--- src/rtl/cwsrc_params.svh ---
// Offsets, field positions, reset values and timing counts of the
// card wait and SDRAM refresh control block.
// Assumes inclusion by bare name from every file of the block.
`ifndef CWSRC_PARAMS_SVH
`define CWSRC_PARAMS_SVH

// ==========================================================
// Register byte offsets
`define CWSRC_OFF_CARD_WAIT     8'h00
`define CWSRC_OFF_SDRAM_CTRL    8'h04
`define CWSRC_OFF_REFRESH_ENABLE_CSR      8'h08
`define CWSRC_OFF_REFRESH_ENABLE_CNT      8'h0C
`define CWSRC_OFF_REFRESH_ENABLE_CONST    8'h10

// ==========================================================
// Card wait control fields
`define CWSRC_BIT_EXT_WAIT_MASK 6
`define CWSRC_HOLD_LSB          0
`define CWSRC_HOLD_W            4

// ==========================================================
// SDRAM control fields
`define CWSRC_BIT_REFRESH_ENABLE_EN       11
`define CWSRC_BIT_REFRESH_ENABLE_MODE     10
`define CWSRC_BIT_BANK_ACTIVE   8

// ==========================================================
// Refresh timer control/status fields
`define CWSRC_BIT_CMF           7
`define CWSRC_CKS_LSB           3
`define CWSRC_CKS_W             3
`define CWSRC_KEY_LSB           16
`define CWSRC_WR_KEY            16'hA55A

// ==========================================================
// Reset values
`define CWSRC_RST_CARD_WAIT     32'h0000_0000
`define CWSRC_RST_SDRAM_CTRL    32'h0000_0000
`define CWSRC_RST_REFRESH_ENABLE_CSR      32'h0000_0000

// ==========================================================
// Prescaler widths: log2 of each timer clock divisor
`define CWSRC_PRESC_W           12
`define CWSRC_DIV_LOG2_1        4'h2
`define CWSRC_DIV_LOG2_2        4'h4
`define CWSRC_DIV_LOG2_3        4'h6
`define CWSRC_DIV_LOG2_4        4'h8
`define CWSRC_DIV_LOG2_5        4'hA
`define CWSRC_DIV_LOG2_6        4'hB
`define CWSRC_DIV_LOG2_7        4'hC

`endif

--- src/rtl/cwsrc_pkg.sv ---
// Types shared by the card wait and SDRAM refresh control block.
// Assumes nothing of its surroundings.
package cwsrc_pkg;

	// ==========================================================
	// Card access sequencer states
	typedef enum logic [1:0]
	{
		CWSRC_ST_IDLE   = 2'b00,
		CWSRC_ST_STROBE = 2'b01,
		CWSRC_ST_HOLD   = 2'b10
	} cwsrc_card_st_e;

	typedef logic [31:0] cwsrc_word_t;

endpackage

--- src/rtl/cwsrc_cfg_if.sv ---
// Configuration and timer signals between the register bank and the
// card sequencer and refresh engine.
// Assumes one clock domain; the register bank drives all settings.
`timescale 1ns/100ps

interface cwsrc_cfg_if
#(
	parameter int CNT_W = 8
);
	logic                ext_wait_mask;
	logic [3:0]          strobe_to_addr_hold;
	logic                refresh_enable;
	logic                refresh_mode_select;
	logic [2:0]          clk_sel;
	logic                cnt_wr;
	logic [CNT_W-1:0]    cnt_wdata;
	logic [CNT_W-1:0]    refresh_timer_constant;
	logic [CNT_W-1:0]    refresh_timer_counter;
	logic                match;

	modport regs
	(
		output ext_wait_mask,
		output strobe_to_addr_hold,
		output refresh_enable,
		output refresh_mode_select,
		output clk_sel,
		output cnt_wr,
		output cnt_wdata,
		output refresh_timer_constant,
		input  refresh_timer_counter,
		input  match
	);

	modport card
	(
		input  ext_wait_mask,
		input  strobe_to_addr_hold
	);

	modport refresh
	(
		input  refresh_enable,
		input  refresh_mode_select,
		input  clk_sel,
		input  cnt_wr,
		input  cnt_wdata,
		input  refresh_timer_constant,
		output refresh_timer_counter,
		output match
	);
endinterface // cwsrc_cfg_if

--- src/rtl/cwsrc_regs.sv ---
// Register bank of the card wait and SDRAM refresh control block on APB,
// with the card sequencer and refresh engine beneath it.
// Assumes an APB master on CLOCK_I; CARD_WAIT_N_I is an asynchronous pin.
//
// Overview of operation
// - Wait mask off honours external wait, on ignores
// - Mask applies even with zero internal waits
// - Hold address field plus half cycle
// - Reserved bits always read back zero
// - Refresh enable bit 11 gates all refresh
// - Self refresh starts at once when selected
// - Auto refresh paced by timer and constant
// - Bit 8 selects auto-precharge or bank-active
// - Match flag set on counter equal constant
//
// The register addresses and the APB slave port are this design's own decisions.
`timescale 1ns/100ps
`include "cwsrc_params.svh"

module cwsrc_regs
	import cwsrc_pkg::*;
#(
	parameter int CNT_W = 8
)
(
	input  logic          CLOCK_I,
	input  logic          RST_I,
	input  logic          PSEL_I,
	input  logic          PENABLE_I,
	input  logic          PWRITE_I,
	input  logic [7:0]    PADDR_I,
	input  logic [31:0]   PWDATA_I,
	input  logic [3:0]    PSTRB_I,
	output logic [31:0]   PRDATA_O,
	output logic          PREADY_O,
	output logic          PSLVERR_O,
	input  logic          CARD_START_I,
	input  logic [3:0]    CARD_WAIT_CYCLES_I,
	input  logic          CARD_WAIT_N_I,
	output logic          CARD_STROBE_O,
	output logic          CARD_ADDR_VALID_O,
	output logic          CARD_BUSY_O,
	output logic          CARD_DONE_O,
	output logic          SDRAM_BANK_ACTIVE_O,
	output logic          SDRAM_AUTO_REFRESH_O,
	output logic          SDRAM_SELF_REFRESH_O
);
	cwsrc_cfg_if #(.CNT_W(CNT_W)) cfg ();

	// Reset words held as typed constants so their fields can be selected
	localparam cwsrc_word_t rst_card_wait  = `CWSRC_RST_CARD_WAIT;
	localparam cwsrc_word_t rst_sdram_ctrl = `CWSRC_RST_SDRAM_CTRL;
	localparam cwsrc_word_t rst_refresh_enable_csr   = `CWSRC_RST_REFRESH_ENABLE_CSR;

	// ==========================================================
	// Register state
	logic               wait_mask_ff;
	logic               nxt_wait_mask;
	logic [3:0]         hold_ff;
	logic [3:0]         nxt_hold;
	logic               refresh_enable_en_ff;
	logic               nxt_refresh_enable_en;
	logic               refresh_enable_mode_ff;
	logic               nxt_refresh_enable_mode;
	logic               bank_act_ff;
	logic               nxt_bank_act;
	logic               cmf_ff;
	logic               nxt_cmf;
	logic               cmf_armed_ff;
	logic               nxt_cmf_armed;
	logic [2:0]         cks_ff;
	logic [2:0]         nxt_cks;
	logic [CNT_W-1:0]   const_ff;
	logic [CNT_W-1:0]   nxt_const;
	cwsrc_word_t        prdata_ff;
	cwsrc_word_t        nxt_prdata;
	logic               pslverr_ff;
	logic               nxt_pslverr;
	logic               wait_s1_ff;
	logic               wait_s2_ff;

	// ==========================================================
	// Bus decode
	logic               setup;
	logic               access;
	logic               hit;
	logic               wr;
	logic               rd_csr;
	logic               key_ok;
	logic               cmf_clr;
	cwsrc_word_t        rd_val;
	cwsrc_word_t        wdata_eff;

	assign setup  = PSEL_I & ~PENABLE_I;
	assign access = PSEL_I & PENABLE_I;

	// Unused fields are never stored, so they read zero
	always_comb
	begin
		rd_val = 32'h0000_0000;
		hit    = 1'b1;
		case (PADDR_I)
			`CWSRC_OFF_CARD_WAIT:
			begin
				rd_val[`CWSRC_BIT_EXT_WAIT_MASK] = wait_mask_ff;
				rd_val[`CWSRC_HOLD_LSB +: `CWSRC_HOLD_W] = hold_ff;
			end
			`CWSRC_OFF_SDRAM_CTRL:
			begin
				rd_val[`CWSRC_BIT_REFRESH_ENABLE_EN]     = refresh_enable_en_ff;
				rd_val[`CWSRC_BIT_REFRESH_ENABLE_MODE]   = refresh_enable_mode_ff;
				rd_val[`CWSRC_BIT_BANK_ACTIVE] = bank_act_ff;
			end
			`CWSRC_OFF_REFRESH_ENABLE_CSR:
			begin
				rd_val[`CWSRC_BIT_CMF] = cmf_ff;
				rd_val[`CWSRC_CKS_LSB +: `CWSRC_CKS_W] = cks_ff;
			end
			`CWSRC_OFF_REFRESH_ENABLE_CNT:
				rd_val[CNT_W-1:0] = cfg.refresh_timer_counter;
			`CWSRC_OFF_REFRESH_ENABLE_CONST:
				rd_val[CNT_W-1:0] = const_ff;
			default:
				hit = 1'b0;
		endcase
	end

	// Lanes without a strobe keep the register's present contents
	genvar b;
	generate
		for (b = 0; b < 4; b++)
		begin : g_lane
			assign wdata_eff[8*b +: 8] = PSTRB_I[b] ? PWDATA_I[8*b +: 8]
			                                        : rd_val[8*b +: 8];
		end
	endgenerate

	assign wr     = access & PWRITE_I & hit;
	assign rd_csr = access & ~PWRITE_I & (PADDR_I == `CWSRC_OFF_REFRESH_ENABLE_CSR);
	// Key guards the timer control against stray writes
	assign key_ok = (PWDATA_I[`CWSRC_KEY_LSB +: 16] == `CWSRC_WR_KEY);
	// Clearing needs a prior read of the flag as one
	assign cmf_clr = wr && (PADDR_I == `CWSRC_OFF_REFRESH_ENABLE_CSR) && key_ok &&
	                 cmf_armed_ff && !wdata_eff[`CWSRC_BIT_CMF];

	// ==========================================================
	// Register next values
	always_comb
	begin
		nxt_wait_mask = wait_mask_ff;
		nxt_hold      = hold_ff;
		nxt_refresh_enable_en   = refresh_enable_en_ff;
		nxt_refresh_enable_mode = refresh_enable_mode_ff;
		nxt_bank_act  = bank_act_ff;
		nxt_cks       = cks_ff;
		nxt_const     = const_ff;
		if (wr)
		begin
			case (PADDR_I)
				`CWSRC_OFF_CARD_WAIT:
				begin
					nxt_wait_mask = wdata_eff[`CWSRC_BIT_EXT_WAIT_MASK];
					nxt_hold = wdata_eff[`CWSRC_HOLD_LSB +: `CWSRC_HOLD_W];
				end
				`CWSRC_OFF_SDRAM_CTRL:
				begin
					nxt_refresh_enable_en   = wdata_eff[`CWSRC_BIT_REFRESH_ENABLE_EN];
					nxt_refresh_enable_mode = wdata_eff[`CWSRC_BIT_REFRESH_ENABLE_MODE];
					// Zero auto-precharge, one bank-active
					nxt_bank_act  = wdata_eff[`CWSRC_BIT_BANK_ACTIVE];
				end
				`CWSRC_OFF_REFRESH_ENABLE_CSR:
				begin
					if (key_ok)
						nxt_cks = wdata_eff[`CWSRC_CKS_LSB +: `CWSRC_CKS_W];
				end
				`CWSRC_OFF_REFRESH_ENABLE_CONST:
					nxt_const = wdata_eff[CNT_W-1:0];
				default:
				begin
					nxt_cks = cks_ff;
				end
			endcase
		end
		// A match in the clearing cycle wins
		nxt_cmf       = cfg.match | (cmf_ff & ~cmf_clr);
		nxt_cmf_armed = (rd_csr & cmf_ff) | (cmf_armed_ff & ~cmf_clr);
		// Read data is captured in the setup cycle
		nxt_prdata    = prdata_ff;
		nxt_pslverr   = pslverr_ff;
		if (setup)
		begin
			nxt_prdata  = (!PWRITE_I && hit) ? rd_val : 32'h0000_0000;
			nxt_pslverr = ~hit;
		end
	end

	always_ff @(posedge CLOCK_I)
	begin
		if (RST_I)
		begin
			wait_mask_ff <= rst_card_wait[`CWSRC_BIT_EXT_WAIT_MASK];
			hold_ff      <= rst_card_wait[`CWSRC_HOLD_LSB +: `CWSRC_HOLD_W];
			refresh_enable_en_ff   <= rst_sdram_ctrl[`CWSRC_BIT_REFRESH_ENABLE_EN];
			refresh_enable_mode_ff <= rst_sdram_ctrl[`CWSRC_BIT_REFRESH_ENABLE_MODE];
			bank_act_ff  <= rst_sdram_ctrl[`CWSRC_BIT_BANK_ACTIVE];
			cmf_ff       <= rst_refresh_enable_csr[`CWSRC_BIT_CMF];
			cmf_armed_ff <= 1'b0;
			cks_ff       <= rst_refresh_enable_csr[`CWSRC_CKS_LSB +: `CWSRC_CKS_W];
			const_ff     <= '0;
			prdata_ff    <= 32'h0000_0000;
			pslverr_ff   <= 1'b0;
		end
		else
		begin
			wait_mask_ff <= nxt_wait_mask;
			hold_ff      <= nxt_hold;
			refresh_enable_en_ff   <= nxt_refresh_enable_en;
			refresh_enable_mode_ff <= nxt_refresh_enable_mode;
			bank_act_ff  <= nxt_bank_act;
			cmf_ff       <= nxt_cmf;
			cmf_armed_ff <= nxt_cmf_armed;
			cks_ff       <= nxt_cks;
			const_ff     <= nxt_const;
			prdata_ff    <= nxt_prdata;
			pslverr_ff   <= nxt_pslverr;
		end
	end

	// ==========================================================
	// External wait pin synchroniser, active low at the pin
	always_ff @(posedge CLOCK_I)
	begin
		if (RST_I)
		begin
			wait_s1_ff <= 1'b1;
			wait_s2_ff <= 1'b1;
		end
		else
		begin
			wait_s1_ff <= CARD_WAIT_N_I;
			wait_s2_ff <= wait_s1_ff;
		end
	end

	// ==========================================================
	// Settings toward the engines
	assign cfg.ext_wait_mask          = wait_mask_ff;
	assign cfg.strobe_to_addr_hold    = hold_ff;
	assign cfg.refresh_enable         = refresh_enable_en_ff;
	assign cfg.refresh_mode_select    = refresh_enable_mode_ff;
	assign cfg.clk_sel                = cks_ff;
	assign cfg.cnt_wr                 = wr && (PADDR_I == `CWSRC_OFF_REFRESH_ENABLE_CNT);
	assign cfg.cnt_wdata              = wdata_eff[CNT_W-1:0];
	assign cfg.refresh_timer_constant = const_ff;

	cwsrc_card_seq u_card
	(
		.clk_i         (CLOCK_I),
		.rst_i         (RST_I),
		.start_i       (CARD_START_I),
		.wait_cycles_i (CARD_WAIT_CYCLES_I),
		.ext_wait_i    (~wait_s2_ff),
		.cfg           (cfg),
		.strobe_o      (CARD_STROBE_O),
		.addr_valid_o  (CARD_ADDR_VALID_O),
		.busy_o        (CARD_BUSY_O),
		.done_o        (CARD_DONE_O)
	);

	cwsrc_refresh #(.CNT_W(CNT_W)) u_refresh
	(
		.clk_i          (CLOCK_I),
		.rst_i          (RST_I),
		.cfg            (cfg),
		.auto_refresh_o (SDRAM_AUTO_REFRESH_O),
		.self_refresh_o (SDRAM_SELF_REFRESH_O)
	);

	// ==========================================================
	// Bus answer: zero wait states
	assign PREADY_O            = access;
	assign PRDATA_O            = prdata_ff;
	assign PSLVERR_O           = access & pslverr_ff;
	assign SDRAM_BANK_ACTIVE_O = bank_act_ff;
endmodule // cwsrc_regs

--- src/rtl/cwsrc_card_seq.sv ---
// Card access sequencer: strobe with wait stretching, then address hold.
// Assumes a synchronised, active-high external wait and a start pulse.
`timescale 1ns/100ps
`include "cwsrc_params.svh"

module cwsrc_card_seq
	import cwsrc_pkg::*;
(
	input  logic          clk_i,
	input  logic          rst_i,
	input  logic          start_i,
	input  logic [3:0]    wait_cycles_i,
	input  logic          ext_wait_i,
	cwsrc_cfg_if.card     cfg,
	output logic          strobe_o,
	output logic          addr_valid_o,
	output logic          busy_o,
	output logic          done_o
);
	cwsrc_card_st_e state_ff;
	cwsrc_card_st_e nxt_state;
	logic [3:0]     cnt_ff;
	logic [3:0]     nxt_cnt;
	logic           done_ff;
	logic           nxt_done;
	logic           stretch;

	// ==========================================================
	// Next state
	always_comb
	begin
		// Mask applies even with zero internal waits
		stretch   = ext_wait_i & ~cfg.ext_wait_mask;
		nxt_state = state_ff;
		nxt_cnt   = cnt_ff;
		nxt_done  = 1'b0;
		case (state_ff)
			CWSRC_ST_IDLE:
			begin
				if (start_i)
				begin
					nxt_state = CWSRC_ST_STROBE;
					nxt_cnt   = wait_cycles_i;
				end
			end
			CWSRC_ST_STROBE:
			begin
				if (cnt_ff != 4'h0)
					nxt_cnt = cnt_ff - 4'h1;
				else if (!stretch)
				begin
					// Hold of field+1 cycles covers field+0.5
					nxt_state = CWSRC_ST_HOLD;
					nxt_cnt   = cfg.strobe_to_addr_hold;
				end
			end
			CWSRC_ST_HOLD:
			begin
				if (cnt_ff != 4'h0)
					nxt_cnt = cnt_ff - 4'h1;
				else
				begin
					nxt_state = CWSRC_ST_IDLE;
					nxt_done  = 1'b1;
				end
			end
			default:
			begin
				nxt_state = CWSRC_ST_IDLE;
				nxt_cnt   = 4'h0;
			end
		endcase
	end

	// ==========================================================
	// Registers
	always_ff @(posedge clk_i)
	begin
		if (rst_i)
		begin
			state_ff <= CWSRC_ST_IDLE;
			cnt_ff   <= 4'h0;
			done_ff  <= 1'b0;
		end
		else
		begin
			state_ff <= nxt_state;
			cnt_ff   <= nxt_cnt;
			done_ff  <= nxt_done;
		end
	end

	assign strobe_o     = (state_ff == CWSRC_ST_STROBE);
	assign addr_valid_o = (state_ff != CWSRC_ST_IDLE);
	assign busy_o       = (state_ff != CWSRC_ST_IDLE);
	assign done_o       = done_ff;
endmodule // cwsrc_card_seq

--- src/rtl/cwsrc_refresh.sv ---
// Refresh engine: prescaled timer, compare match, auto and self refresh.
// Assumes settings from the register bank on the same clock.
`timescale 1ns/100ps
`include "cwsrc_params.svh"

module cwsrc_refresh
	import cwsrc_pkg::*;
#(
	parameter int CNT_W = 8
)
(
	input  logic          clk_i,
	input  logic          rst_i,
	cwsrc_cfg_if.refresh  cfg,
	output logic          auto_refresh_o,
	output logic          self_refresh_o
);
	logic [`CWSRC_PRESC_W-1:0] presc_ff;
	logic [`CWSRC_PRESC_W-1:0] nxt_presc;
	logic [CNT_W-1:0]          cnt_ff;
	logic [CNT_W-1:0]          nxt_cnt;
	logic                      auto_ff;
	logic                      nxt_auto;
	logic                      self_ff;
	logic                      nxt_self;
	logic                      tick;
	logic                      match;
	logic [3:0]                div_log2;
	logic [`CWSRC_PRESC_W-1:0] low_mask;

	// ==========================================================
	// Divisor selection; zero stops the timer
	always_comb
	begin
		case (cfg.clk_sel)
			3'h1:    div_log2 = `CWSRC_DIV_LOG2_1;
			3'h2:    div_log2 = `CWSRC_DIV_LOG2_2;
			3'h3:    div_log2 = `CWSRC_DIV_LOG2_3;
			3'h4:    div_log2 = `CWSRC_DIV_LOG2_4;
			3'h5:    div_log2 = `CWSRC_DIV_LOG2_5;
			3'h6:    div_log2 = `CWSRC_DIV_LOG2_6;
			3'h7:    div_log2 = `CWSRC_DIV_LOG2_7;
			default: div_log2 = 4'h0;
		endcase
	end

	// ==========================================================
	// Timer and refresh requests
	always_comb
	begin
		low_mask  = ~({`CWSRC_PRESC_W{1'b1}} << div_log2);
		nxt_presc = presc_ff + {{(`CWSRC_PRESC_W-1){1'b0}}, 1'b1};
		tick      = (div_log2 != 4'h0) &&
		            ((presc_ff & low_mask) == low_mask);
		// Compare match is the auto refresh trigger
		match     = tick && !cfg.cnt_wr &&
		            (cnt_ff == cfg.refresh_timer_constant);
		nxt_cnt   = cnt_ff;
		if (cfg.cnt_wr)
			nxt_cnt = cfg.cnt_wdata;
		else if (match)
			nxt_cnt = '0;
		else if (tick)
			nxt_cnt = cnt_ff + {{(CNT_W-1){1'b0}}, 1'b1};
		// Auto refresh paced by the timer, only when enabled
		nxt_auto  = match & cfg.refresh_enable & ~cfg.refresh_mode_select;
		// Self refresh entered at once, no timer wait
		nxt_self  = cfg.refresh_enable & cfg.refresh_mode_select;
	end

	always_ff @(posedge clk_i)
	begin
		if (rst_i)
		begin
			presc_ff <= '0;
			cnt_ff   <= '0;
			auto_ff  <= 1'b0;
			self_ff  <= 1'b0;
		end
		else
		begin
			presc_ff <= nxt_presc;
			cnt_ff   <= nxt_cnt;
			auto_ff  <= nxt_auto;
			self_ff  <= nxt_self;
		end
	end

	assign cfg.refresh_timer_counter = cnt_ff;
	assign cfg.match                 = match;
	assign auto_refresh_o            = auto_ff;
	assign self_refresh_o            = self_ff;
endmodule // cwsrc_refresh

--- config.mk ---
export PLATFORM = sky130hd
export DESIGN_NAME = cwsrc_regs
export DESIGN_NICKNAME = d
export VERILOG_FILES = /design/src/rtl/cwsrc_pkg.sv /design/src/rtl/cwsrc_cfg_if.sv /design/src/rtl/cwsrc_regs.sv /design/src/rtl/cwsrc_card_seq.sv /design/src/rtl/cwsrc_refresh.sv
export VERILOG_INCLUDE_DIRS = /design/src /design/src/rtl
export SDC_FILE = /design/constraint.sdc
export NUM_CORES = 1
export LEC_CHECK = 0
export BUFFER_PORTS_ARGS = -buffer_cell sky130_fd_sc_hd__buf_2
export CORE_UTILIZATION = 59
export CTS_BUF_LIST = sky130_fd_sc_hd__clkbuf_8
export DETAILED_ROUTE_END_ITERATION = 8
export GPL_TIMING_DRIVEN = 0
export PLACE_DENSITY_LB_ADDON = 0.25
export SETUP_SLACK_MARGIN = 0.4
export SLEW_MARGIN = 5
export SYNTH_ARGS = -nofsm -noshare
export SYNTH_HDL_FRONTEND = slang
export SYNTH_SLANG_ARGS = --single-unit
--- constraint.sdc ---
create_clock -name CLOCK_I -period 3.25 [get_ports CLOCK_I]
set_clock_uncertainty 0.2 [all_clocks]
set_input_delay 0.1625 -clock CLOCK_I [delete_from_list [all_inputs] [get_ports CLOCK_I]]
set_output_delay 0.1625 -clock CLOCK_I [all_outputs]
set_load 0.05 [all_outputs]
==> run_summary.xml <==
<?xml version="1.0" encoding="UTF-8"?>
<metrics>
  <group name="placement">
    <metric name="detailedPlacementHpwl" unit="mm">6.85</metric>
    <metric name="dpl_cell_area" unit="um^2">4090</metric>
    <metric name="dp_slack" unit="ns">0.959</metric>
    <metric name="globalplace.congestion" unit="">0.858</metric>
    <metric name="port_buffers" unit="">65</metric>
  </group>
  <group name="timing">
    <metric name="final_setup_margin" unit="ns">0.665</metric>
    <metric name="holdWs" unit="ns">0.0272</metric>
    <metric name="timing.setup.tns" unit="ns">0</metric>
    <metric name="timing.final.crit_share" unit="%">79.5</metric>
    <metric name="finalHoldViolCount" unit="">0</metric>
    <metric name="timing.final.setup_violations" unit="">0</metric>
    <metric name="tightestPinTransition" unit="ns">0.908</metric>
    <metric name="slew_headroom" unit="%">38.7</metric>
    <metric name="setup_repair_after_global_routing_missed_its_margin" unit="">no</metric>
    <metric name="finalWorstPathRequiredPeriod" unit="ns">2.58</metric>
    <metric name="max_clk_rate" unit="MHz">387</metric>
    <metric name="final-max-slew-violation-count" unit="">0</metric>
  </group>
  <group name="global_route">
    <metric name="grt_remaining_overflow" unit="">0</metric>
    <metric name="grt_util_met2" unit="%">48.3</metric>
    <metric name="grt_start_max_net_pins" unit="">13</metric>
    <metric name="busiest_layer" unit="">met2</metric>
    <metric name="grt_util_all_layers" unit="%">29.0</metric>
    <metric name="grt_pass1_vias" unit="">3067</metric>
    <metric name="met3_track_usage_gr" unit="%">3.75</metric>
    <metric name="antenna_found_initial" unit="">0</metric>
    <metric name="met1_usage" unit="%">34.9</metric>
    <metric name="grt_first_pass_wirelength" unit="mm">14.1</metric>
  </group>
  <group name="layout">
    <metric name="utilization" unit="%">74.1</metric>
    <metric name="finalNetCount" unit="">573</metric>
    <metric name="most-common-layout-cells" unit="">buf_2 (67), dfxtp_1 (64), nor2_1 (59), nand2_1 (28), buf_4 (23)</metric>
    <metric name="layout_commonest_cell" unit="">buf_2</metric>
    <metric name="areaGrowthSynthToFinish" unit="%">21.1</metric>
    <metric name="layout-drive-gt1-share" unit="%">26.8</metric>
    <metric name="antenna-diode-count" unit="">0</metric>
    <metric name="final_design_area_no_fill" unit="um^2">4360</metric>
  </group>
  <group name="setup_path">
    <metric name="slowest_delay" unit="ns">0.62</metric>
    <metric name="worst_ep_arrival_time" unit="ns">2.67</metric>
    <metric name="timing_worst_setup_path_type" unit="">register to register</metric>
    <metric name="cp-end-kind" unit="">register</metric>
    <metric name="crit_path_cell_trace" unit="">inv_1 &gt; ha_1 &gt; or3b_2 &gt; clkbuf_1 &gt; nor2_1 &gt; a2111oi_0 &gt; dlygate4sd3_1</metric>
    <metric name="worst_path_top_cell_family_by_delay" unit="">buffers and inverters</metric>
    <metric name="critical_path.n_buffers_inverters" unit="">3</metric>
    <metric name="worstPathRequired" unit="ns">3.33</metric>
    <metric name="critPathMaxFanout" unit="">9</metric>
    <metric name="cell_with_the_largest_stage_delay_on_the_worst_path" unit="">dlygate4sd3_1</metric>
    <metric name="setup.worst_path.start_class" unit="">register</metric>
  </group>
  <group name="power">
    <metric name="swShare" unit="%">31.0</metric>
    <metric name="cell_pwr_density" unit="nW/um^2">431</metric>
    <metric name="comb_power_share" unit="%">20.1</metric>
    <metric name="seq_power_share" unit="%">43.5</metric>
    <metric name="cell_internal_pwr" unit="mW">1.30</metric>
    <metric name="clock_power_share" unit="%">36.4</metric>
    <metric name="ir_worst_vdd" unit="V">0.000263</metric>
    <metric name="power_switching" unit="mW">0.582</metric>
    <metric name="pleak" unit="nW">1.93</metric>
  </group>
  <group name="detailed_routing">
    <metric name="avgRoutedWirePerCell" unit="um">15.2</metric>
    <metric name="wirelength" unit="mm">9.03</metric>
    <metric name="detail_route.first_pass.iterations" unit="">5</metric>
    <metric name="antenna_left" unit="">0</metric>
    <metric name="route.detailed.drc" unit="">0</metric>
    <metric name="vias" unit="">3413</metric>
    <metric name="routed_via_density" unit="">5.75</metric>
    <metric name="detailedRoute.firstIterationViolations" unit="">248</metric>
  </group>
  <group name="clock_tree">
    <metric name="tritoncts_num_sinks" unit="">64</metric>
    <metric name="clk_pin_slew" unit="ns">0.07</metric>
    <metric name="tritoncts" unit="">done</metric>
    <metric name="ctsRootBufferMaster" unit="">clkbuf_8</metric>
    <metric name="clock_latency" unit="ns">0.35</metric>
    <metric name="cts.path.max_buffers" unit="">2</metric>
    <metric name="cts.htree.levels" unit="">3</metric>
    <metric name="cts_buffers" unit="">9</metric>
    <metric name="ctsResizeCount" unit="">0</metric>
  </group>
  <group name="die">
    <metric name="die_height" unit="um">80.1</metric>
    <metric name="die_area" unit="um^2">6420</metric>
    <metric name="design.core.area" unit="um^2">5890</metric>
    <metric name="io_pins" unit="">96</metric>
    <metric name="dieWidth" unit="um">80.1</metric>
    <metric name="rows" unit="">28</metric>
    <metric name="initial_core_util" unit="%">61.2</metric>
  </group>
  <group name="worst_hold_path">
    <metric name="holdCritPathClass" unit="">input pin to register</metric>
  </group>
  <group name="flow_run">
    <metric name="timing.max_cap.violations" unit="">0</metric>
  </group>
  <group name="logic_synthesis">
    <metric name="synthDistinctLibCells" unit="">67</metric>
    <metric name="synthesized_netlist_cell_count" unit="">411</metric>
    <metric name="synth-async-reset-ratio" unit="%">0</metric>
    <metric name="synth_seq_area_share" unit="%">35.6</metric>
    <metric name="yosys_most_used_dff" unit="">dfxtp_1</metric>
    <metric name="synth.cell_area" unit="um^2">3600</metric>
    <metric name="postSynthRegisterBits" unit="">64</metric>
    <metric name="ys_warn_count" unit="">0</metric>
    <metric name="synth_enable_flop_cells" unit="">0</metric>
    <metric name="post_synth.cell_area_avg" unit="um^2">8.76</metric>
  </group>
  <group name="run_status">
    <metric name="outcome" unit="">finished, final reports clean</metric>
  </group>
</metrics>
[registers in the layout (all words and copies together), names as in the netlist]
name,flops
u_card.done_o,1
u_refresh.presc_ff,12
pslverr_ff,1
u_refresh.cfg.refresh_timer_counter,8
cfg.refresh_timer_constant,8
SDRAM_BANK_ACTIVE_O,1
cfg.strobe_to_addr_hold,4
cmf_ff,1
u_refresh.self_refresh_o,1
cmf_armed_ff,1
wait_s2_ff,1
cfg.ext_wait_mask,1
u_refresh.auto_refresh_o,1
u_card.cnt_ff,4
cfg.refresh_mode_select,1
wait_s1_ff,1
PRDATA_O,11
u_card.state_ff,2
cfg.clk_sel,3
cfg.refresh_enable,1
[layer usage]
metal | wire length (um) | up-vias
li1 | - | 1653
met1 | 3830 | 1592
met2 | 4300 | 139
met3 | 540 | 29
met4 | 359 | 0
met5 | 0 | -
[timing repair]
| item | CTS | global route |
|---|---|---|
| buffers inserted | 0 | 0 |
| hold endpoints to repair | 6 | 0 |
| hold buffers | 7 | 0 |
[per-stage QoR]
step	total power, mW	cells
final	1.88	594
after global routing	1.96	594
after CTS	1.88	594
after detailed placement	1.20	571
after global placement	1.19	571
after floorplan	1.12	431
[kinds of logic (layout without fill, tap and decap cells)]
group	count (synthesis)	in the layout	share of synthesized area, %
AOI/OAI and AO/OA	81	81	17.2
xor gates and xnor gates	18	18	4.59
other	1	21	0.104
DFF	64	64	35.6
adders and majority gates	4	4	1.39
buffers and inverters	58	146	8.93
and+or+nand+nor	154	154	23.3
muxes	31	31	8.93
[cell usage after synthesis, types with 3 or more instances]
master	number	area share, %
inv_1	15	1.6
o21ai_0	5	0.70
ha_1	4	1.4
a22oi_1	15	3.1
xor2_1	12	2.9
buf_4	23	4.8
nand4_1	3	0.52
xnor2_1	5	1.2
nor4bb_1	4	1.1
nor2_1	59	6.2
clkbuf_1	15	1.6
a32oi_1	4	0.97
nor3_1	10	1.4
a21oi_1	11	1.5
nand2_1	28	2.9
o211ai_1	5	1.0
nand2b_1	3	0.52
nor2b_1	6	1.0
o31ai_1	8	1.7
nor4_4	3	1.8
mux2_2	9	2.8
mux2i_1	22	6.1
or3_1	4	0.70
dfxtp_1	64	36
o311ai_0	10	2.4
nand3_1	10	1.4
[cell type report]
class	count	area (um^2)
multi-input cells	309	2070
repair buffers	72	395
clock inverters	7	72.6
plain buffers	43	265
clock buffers	9	124
well taps	75	93.8
flip-flops and latches	64	1280
fillers	473	1530
inverters	15	56.3
[power groups by stage]
| stage | combinational, mW | clock [mW] | sequential, mW |
|---|---|---|---|
| after floorplan | 0.282 | 0 | 0.833 |
| after global placement | 0.354 | 0 | 0.835 |
| after detailed placement | 0.363 | 0 | 0.836 |
| after CTS | 0.373 | 0.690 | 0.818 |
| after global routing | 0.409 | 0.728 | 0.821 |
| final | 0.377 | 0.685 | 0.818 |
[worst min-delay path, stage by stage]
cell and delay, ns:
buf_2 0.07, nand2_1 0.04, o31ai_1 0.12, nand2_1 0.07, o211ai_1 0.07
[final timing paths]
| check | cells past startpoint | startpoint | end | slack [ns] |
|---|---|---|---|---|
| setup reg to reg | 7 | u_card.cnt_ff[0]$_SDFFE_PP0P_ | u_card.state_ff[0]$_SDFFE_PP0P_ | 0.67 |
| hold / removal | 5 | PWDATA_I[1] | u_refresh.cfg.refresh_timer_counter[1]$_SDFFE_PP0P_ | 0.03 |
| setup / recovery | 7 | u_card.cnt_ff[0]$_SDFFE_PP0P_ | u_card.state_ff[0]$_SDFFE_PP0P_ | 0.67 |
| hold reg to reg | 1 | wait_s1_ff$_SDFF_PP1_ | wait_s2_ff$_SDFF_PP1_ | 0.21 |
(Power assumes the default switching activity.)
